===== src/rtl/pqr_params.svh =====
// Offsets, field positions and reset values of the pattern and requantizer register bank
`ifndef PQR_PARAMS_SVH
`define PQR_PARAMS_SVH

// ****************************************
// Register offsets (register index, byte address = 4 * index)
// ****************************************
`define PQR_IDX_PAT_A_HIGH     8'h75
`define PQR_IDX_PAT_B_LOW      8'h76
`define PQR_IDX_PAT_B_HIGH     8'h77
`define PQR_IDX_REQ_FILT       8'h78
`define PQR_IDX_IQ_PP          8'h79
`define PQR_IDX_DECIM_REQ      8'h7A

// ****************************************
// Field positions and reset values
// ****************************************
`define PQR_REQ_RESET_BIT      7
`define PQR_IQ_PP_EN_BIT       7
`define PQR_STAGE1_EN_BIT      6
`define PQR_REQ11_EN_BIT       1
`define PQR_REQ12_EN_BIT       0
`define PQR_REG_RESET          8'h00
`define PQR_NUM_REGS           6
`define PQR_ADDR_W             12

`endif


===== src/rtl/pqr_pkg.sv =====
// Types shared by the pattern and requantizer register bank
package pqr_pkg;

    // ****************************************
    // Bus access phase states
    // ****************************************
    typedef enum logic [1:0] {
        PQR_IDLE   = 2'b00,
        PQR_SETUP  = 2'b01,
        PQR_ACCESS = 2'b10
    } pqr_state_t;

    typedef logic [7:0] pqr_byte_t;

endpackage


===== src/rtl/pqr_wr_if.sv =====
// Interface carrying decoded register writes from the bus slave to the register store
`timescale 1ns/1ps
interface pqr_wr_if;
    logic                wr_en;
    logic [2:0]          wr_sel;
    pqr_pkg::pqr_byte_t  wr_data;

    modport slave (output wr_en, output wr_sel, output wr_data);
    modport store (input wr_en, input wr_sel, input wr_data);
endinterface


===== src/rtl/pqr_reg_store.sv =====
// Storage of the six configuration bytes with toggle detection on the requantizer reset bit
`timescale 1ns/1ps
`include "pqr_params.svh"
module pqr_reg_store
(
    // Clock and reset
    input  wire logic        pclk,
    input  wire logic        presetn,
    // Write side
    pqr_wr_if.store          wr,
    // Register contents
    output logic [47:0]      regs_flat,
    output logic             req_reset_pulse_d
);

    logic [7:0] regs_q [`PQR_NUM_REGS];

    // ****************************************
    // Register array, one byte per entry
    // ****************************************
    generate
        for (genvar i = 0; i < `PQR_NUM_REGS; i++)
        begin : g_reg
            // Stored value follows the last write; cleared at power-on
            always_ff @(posedge pclk or negedge presetn)
            begin
                if (!presetn)
                    regs_q[i] <= `PQR_REG_RESET;
                else if (wr.wr_en && wr.wr_sel == 3'(i))
                    regs_q[i] <= wr.wr_data;
            end
            assign regs_flat[i*8 +: 8] = regs_q[i];
        end
    endgenerate

    // New reset bit compared with stored one; equal rewrite does nothing
    always_comb
    begin
        req_reset_pulse_d = wr.wr_en && (wr.wr_sel == 3'd3) &&
            (wr.wr_data[`PQR_REQ_RESET_BIT] != regs_q[3][`PQR_REQ_RESET_BIT]);
    end

endmodule // pqr_reg_store


===== src/rtl/pqr_regs.sv =====
// Pattern and requantizer configuration register bank with APB slave
//
// How it works
// - Offset 0x75 holds pattern A bits 11..4 in all eight bits.
// - Offset 0x76 bits 7..4 hold pattern B low nibble.
// - Offset 0x77 holds pattern B upper eight bits.
// - Any change of requantizer reset bit resets the requantizer filter.
// - Offset 0x78 bits 6..0 set the requantizer filter configuration.
// - Offset 0x79 bit 7 enables all I/Q post-processing functions.
// - Offset 0x7A bit 6 enables first 2x decimation stage.
// - Offset 0x7A bit 1 enables the 11-bit requantizer.
// - Offset 0x7A bit 0 enables the 12-bit requantizer.
// - Each enabled stage halves output rate; host updates rate settings.
//
// Our own choice: the APB interface to the registers.
`timescale 1ns/1ps
`include "pqr_params.svh"
module pqr_regs
(
    // APB clock and reset
    input  wire logic        pclk,
    input  wire logic        presetn,
    // APB slave
    input  wire logic        psel,
    input  wire logic        penable,
    input  wire logic        pwrite,
    input  wire logic [11:0] paddr,
    input  wire logic [31:0] pwdata,
    output logic [31:0]      prdata,
    output logic             pready,
    output logic             pslverr,
    // Pattern outputs
    output logic [11:0]      pattern_a_upper,
    output logic [11:0]      pattern_b,
    output logic [3:0]       pattern_b_unused,
    // Requantizer and decimation controls
    output logic             requantizer_filter_reset,
    output logic [6:0]       requantizer_filter_setting,
    output logic             iq_postproc_enable,
    output logic [6:0]       factory_reserved_iq,
    output logic             first_decimation_stage_enable,
    output logic [4:0]       factory_reserved_decim,
    output logic             requantizer_11bit_enable,
    output logic             requantizer_12bit_enable,
    output logic [1:0]       decimation_rate_log2
);

    // ****************************************
    // Address decode
    // ****************************************

    // Maps a byte address to a register slot, bit 3 flags a hit
    function automatic logic [3:0] pqr_decode(input logic [11:0] addr);
        logic [3:0] r;
        r = 4'h0;
        if (addr[1:0] == 2'b00)
        begin
            case (addr[11:2])
                10'(`PQR_IDX_PAT_A_HIGH): r = 4'h8;
                10'(`PQR_IDX_PAT_B_LOW):  r = 4'h9;
                10'(`PQR_IDX_PAT_B_HIGH): r = 4'hA;
                10'(`PQR_IDX_REQ_FILT):   r = 4'hB;
                10'(`PQR_IDX_IQ_PP):      r = 4'hC;
                10'(`PQR_IDX_DECIM_REQ):  r = 4'hD;
                default:                  r = 4'h0;
            endcase
        end
        return r;
    endfunction

    logic [3:0]  dec;
    logic        access;
    logic [47:0] regs_flat;
    logic        req_reset_pulse_d;
    pqr_pkg::pqr_state_t state_q;

    pqr_wr_if wr ();

    assign dec    = pqr_decode(paddr);
    assign access = psel && penable && (state_q == pqr_pkg::PQR_SETUP);

    // Write strobe: exactly one cycle in the access phase
    always_comb
    begin
        wr.wr_en   = access && pwrite && dec[3];
        wr.wr_sel  = dec[2:0];
        wr.wr_data = pwdata[7:0];
    end

    // ****************************************
    // Register storage
    // ****************************************
    pqr_reg_store u_store
    (
        .pclk              (pclk),
        .presetn           (presetn),
        .wr                (wr.store),
        .regs_flat         (regs_flat),
        .req_reset_pulse_d (req_reset_pulse_d)
    );

    // ****************************************
    // APB phase tracking
    // ****************************************

    // Answer comes one cycle into access so pready is registered
    always_ff @(posedge pclk or negedge presetn)
    begin
        if (!presetn)
            state_q <= pqr_pkg::PQR_IDLE;
        else
        begin
            case (state_q)
                pqr_pkg::PQR_IDLE:   state_q <= psel ? pqr_pkg::PQR_SETUP : pqr_pkg::PQR_IDLE;
                pqr_pkg::PQR_SETUP:  state_q <= (psel && penable) ? pqr_pkg::PQR_ACCESS : pqr_pkg::PQR_SETUP;
                pqr_pkg::PQR_ACCESS: state_q <= pqr_pkg::PQR_IDLE;
                default:             state_q <= pqr_pkg::PQR_IDLE;
            endcase
        end
    end

    // Ready and error handshake, error for unmapped address
    always_ff @(posedge pclk or negedge presetn)
    begin
        if (!presetn)
        begin
            pready  <= 1'b0;
            pslverr <= 1'b0;
        end
        else
        begin
            pready  <= access;
            pslverr <= access && !dec[3];
        end
    end

    // Read data captured with the answer; upper bits read as zero
    always_ff @(posedge pclk or negedge presetn)
    begin
        if (!presetn)
            prdata <= 32'h0000_0000;
        else if (access && !pwrite && dec[3])
            prdata <= {24'h00_0000, regs_flat[dec[2:0]*8 +: 8]};
        else if (access)
            prdata <= 32'h0000_0000;
    end

    // ****************************************
    // Control outputs, all registered
    // ****************************************

    // Patterns; regs_flat already updated so outputs lag by one cycle
    always_ff @(posedge pclk or negedge presetn)
    begin
        if (!presetn)
        begin
            pattern_a_upper  <= 12'h000;
            pattern_b        <= 12'h000;
            pattern_b_unused <= 4'h0;
        end
        else
        begin
            pattern_a_upper  <= {regs_flat[7:0], 4'h0};
            pattern_b        <= {regs_flat[23:16], regs_flat[15:12]};
            pattern_b_unused <= regs_flat[11:8];               // Only drives unused test pins
        end
    end

    // Requantizer reset pulse lasts exactly one cycle per toggle
    always_ff @(posedge pclk or negedge presetn)
    begin
        if (!presetn)
            requantizer_filter_reset <= 1'b0;
        else
            requantizer_filter_reset <= req_reset_pulse_d;
    end

    // Enables and settings
    always_ff @(posedge pclk or negedge presetn)
    begin
        if (!presetn)
        begin
            requantizer_filter_setting    <= 7'h00;
            iq_postproc_enable            <= 1'b0;
            factory_reserved_iq           <= 7'h00;
            first_decimation_stage_enable <= 1'b0;
            factory_reserved_decim        <= 5'h00;
            requantizer_11bit_enable      <= 1'b0;
            requantizer_12bit_enable      <= 1'b0;
            decimation_rate_log2          <= 2'h0;
        end
        else
        begin
            requantizer_filter_setting    <= regs_flat[30:24];
            iq_postproc_enable            <= regs_flat[32 + `PQR_IQ_PP_EN_BIT];
            factory_reserved_iq           <= regs_flat[38:32];
            first_decimation_stage_enable <= regs_flat[40 + `PQR_STAGE1_EN_BIT];
            factory_reserved_decim        <= {regs_flat[47], regs_flat[45:42]};
            requantizer_11bit_enable      <= regs_flat[40 + `PQR_REQ11_EN_BIT];
            requantizer_12bit_enable      <= regs_flat[40 + `PQR_REQ12_EN_BIT];
            // Halving factor count seen by this bank: stage one only
            decimation_rate_log2          <= {1'b0, regs_flat[40 + `PQR_STAGE1_EN_BIT]};
        end
    end

endmodule // pqr_regs


===== config.mk =====
export PLATFORM = sky130hd
export DESIGN_NAME = pqr_regs
export DESIGN_NICKNAME = d
export VERILOG_FILES = /design/src/rtl/pqr_pkg.sv /design/src/rtl/pqr_wr_if.sv /design/src/rtl/pqr_reg_store.sv /design/src/rtl/pqr_regs.sv
export VERILOG_INCLUDE_DIRS = /design/src /design/src/rtl
export SDC_FILE = /design/constraint.sdc
export NUM_CORES = 1
export LEC_CHECK = 0
export BUFFER_PORTS_ARGS = -buffer_cell sky130_fd_sc_hd__buf_4
export CORE_ASPECT_RATIO = 0.6
export CORE_MARGIN = 1
export CORE_UTILIZATION = 46
export CTS_CLUSTER_SIZE = 8
export DETAILED_ROUTE_END_ITERATION = 10
export PLACE_DENSITY = 0.76
export SLEW_MARGIN = 10
export SYNTH_ARGS = -nofsm -noshare
export SYNTH_HDL_FRONTEND = slang
export SYNTH_SLANG_ARGS = --single-unit
export TNS_END_PERCENT = 50

===== constraint.sdc =====
create_clock -name pclk -period 1.7 [get_ports pclk]
set_input_delay 0.255 -clock pclk [delete_from_list [all_inputs] [get_ports pclk]]
set_output_delay 0.255 -clock pclk [all_outputs]
set_load 0.01 [all_outputs]

==> flow_summary.ini <==
[power]
power_density_nw_per_um2 = 829
power_mw = 5.12
vdd_drop_max_uv = 555
p_leak_nw = 3.16

[routing]
via_count = 3209
drt_wl_total_mm = 11.8
drc = 0
wl_per_cell_um = 19.8
via_per_inst = 5.38
drtPass1Iterations = 5
drt_iter0_drc = 246
postRouteAntennaNets = 0

[global_routing]
gr-total-overflow = 0
grt_antenna_before_repair = 0
grt_pass1_wl_mm = 18.0
grt_pass1_vias = 3135
grt_usage_pct = 25.0
grt_max_degree = 35

[timing]
finalClockSkew_ps = 12.4
timing.final.crit_share_pct = 116
slew_viol_final = 0
setup_ws_ps = -275
final-hold-violation-count = 0
setup_viol = 45
rsz0062_at_grt = true
fin_crit_ps = 1980
fmax_mhz = 506
fin_setup_tns_ps = -5480

[critical_path]
timing.rr.start = pready
rr_worst_depth = 6
cp.required_ps = 1940
crit_type = in -> reg
worst_r2r_endpoint = u_store.regs_flat[3]
crit_arrival_ps = 2210
cp-start-kind = input pin
endpoint_kind = register
path_max_fanout = 5
ff2ff_setup_slack_ps = -150

[clock_tree]
numCtsBuffers = 9
worst_skew_pair.late_latency_ps = 360
clkTransAtPathRegs_ps = 80
htree_levels = 3
cts_buffer_depth = 2
cts_tree = yes
cts-root-buf = clkbuf_16
cts_num_sinks = 107

[finish]
fin_util_pct = 70.1
fin_cells = 596
area_growth_pct = 42.8
n_fill_cell = 609
antennaDiodeCount = 0
nets = 514
drive_gt1_share_pct = 52.1

[synthesis]
avgSynthCellArea_um2 = 13.8
synth.cell_area_um2 = 4330
synth-main-ff-cell = dfrtp_1
syn_inst = 314
yosysSeqAreaShare_pct = 61.9
synth-seq-cells = 107
ys_types = 53
ys_warn_count = 0
yosys.area.top_type_share_pct = 61.9
yosysTopAreaCell = dfrtp_1
synth_area_leaders = dfrtp_1 (62%), mux2_2 (12%), buf_4 (5.2%)
synthArstFlopShare_pct = 100
synth_edf_count = 0

[die]
core_um2 = 8820
row_count = 26
start_util_pct = 49.1
boundaryPins = 137
die_w_um = 127
dieArea_um2 = 9810
die_h_um = 77.1

[min_path]
hold_path_class = in -> reg
holdPathEnd = u_store.regs_flat[14]
hold_depth = 2
hp-start = pwdata[6]

[placement]
place_inst = 575
place_ws_ps = -673
gp_congestion = 0.883
place_hpwl_mm = 8.29
portBuffers = 83

[outcome]
status = complete, but fails checks
violations = negative setup slack

[job]
maxCapViolCount = 0
## report_power, final
group	internal, mW	switching, mW	total, mW
Sequential	2.55	0.00846	2.56
Clock	1.18	1.02	2.21
Combinational	0.145	0.209	0.354
## how the worst max path moves through the flow
stage	startpoint	end	cells after the start
final	paddr[10]	u_store.regs_flat[44]	6
after floorplan	paddr[10]	u_store.regs_flat[40]	5
after global placement	paddr[10]	u_store.regs_flat[43]	7
after detailed placement	paddr[10]	u_store.regs_flat[44]	7
after CTS	paddr[0]	u_store.regs_flat[44]	7
after global routing	paddr[10]	u_store.regs_flat[45]	6
## cell families (layout without fill, tap and decap cells)
family	count (synthesis)	count (layout)	synth area share, %
DFF	107	107	61.9
and+or+nand+nor	64	64	9.66
AOI/OAI and AO/OA	51	51	9.08
muxes	48	48	12.5
buffers and inverters	40	168	6.16
xor gates and xnor gates	3	3	0.608
other	1	29	0.0867
## repair_timing
action                                  4_1_cts  5_1_grt
gates resized for setup                      44       37
endpoints found under the setup margin       47       55
hold buffers                                  1        0
buffers inserted                              2        3
gates cloned                                  0        0
pin swaps                                     8       10
endpoints found under the hold margin        28        0
## worst max-delay path, cell delays in order
cell and delay [ps]:
buf_6 90, or4bb_4 530, or4b_4 600, nor3_4 260
buf_6 170, mux2_4 300
## Yosys cell counts, drive strengths merged, types with 2 or more instances
cell and instances:
inv 2, a221oi 11, mux2 48, a221o 3, nor2 10, nor4b 3, nand2 6, or4b 2
xor2 2, and3 6, nand3 6, nor2b 4, nor3 8, a2bb2oi 4, o2111a 2, and3b 2
o22ai 4, dfrtp 107, buf 34, nand2b 2, a32o 3, clkbuf 4, o211ai 2, or3 3
nand4 2, a21boi 2, a21oi 8, o21ai 6
## cell usage in the layout (no fill, tap or decap), types with 3 or more instances in the layout
cell type and count:
buf_6 14, nand2_1 5, buf_12 5, o22ai_1 4, conb_1 29, nor3_4 4, clkbuf_16 9, or3_1 3
o21ai_1 4, a32o_1 3, a221o_1 3, mux2_4 32, nor3_1 3, nor2_1 7, a221oi_1 6, a221oi_2 4
a21oi_1 8, dfrtp_1 107, nor2b_1 3, nand3_1 5, mux2_2 16, buf_4 130, a2bb2oi_1 3, and3_1 5
inv_6 3
## metrics by stage
step	hold slack, ps	area, µm²
floorplan	-40.6	4480
global placement	218	5510
detailed placement	230	5510
CTS	173	6010
global route	180	6180
finish	179	6180
## flip-flops by register name, indices dropped and copies added (netlist names)
signal and cells:
iq_postproc_enable 1, requantizer_filter_setting 7, pslverr 1, requantizer_12bit_enable 1, pattern_a_upper 8, prdata 8, pattern_b 12, u_store.regs_flat 48
factory_reserved_iq 7, requantizer_11bit_enable 1, first_decimation_stage_enable 1, requantizer_filter_reset 1, state_q 1, factory_reserved_decim 5, pattern_b_unused 4, pready 1
## layer usage
layer,track usage [%],vias to the layer above,wire [µm]
li1,-,1414,-
met1,37.0,1626,5590
met2,35.4,155,5070
met3,8.09,14,1020
met4,6.07,0,142
met5,0,-,0
## final cells by class
class	instances	area (µm²)	share of cell area, %
Tap cell	126	158	2.55
Timing Repair Buffer	150	1240	20.1
Multi-Input combinational cell	195	1780	28.7
Inverter	2	7.51	0.122
Sequential cell	107	2680	43.3
Clock inverter	7	91.3	1.48
Clock buffer	9	225	3.65
No activity file was read; power rests on OpenSTA's default activity.
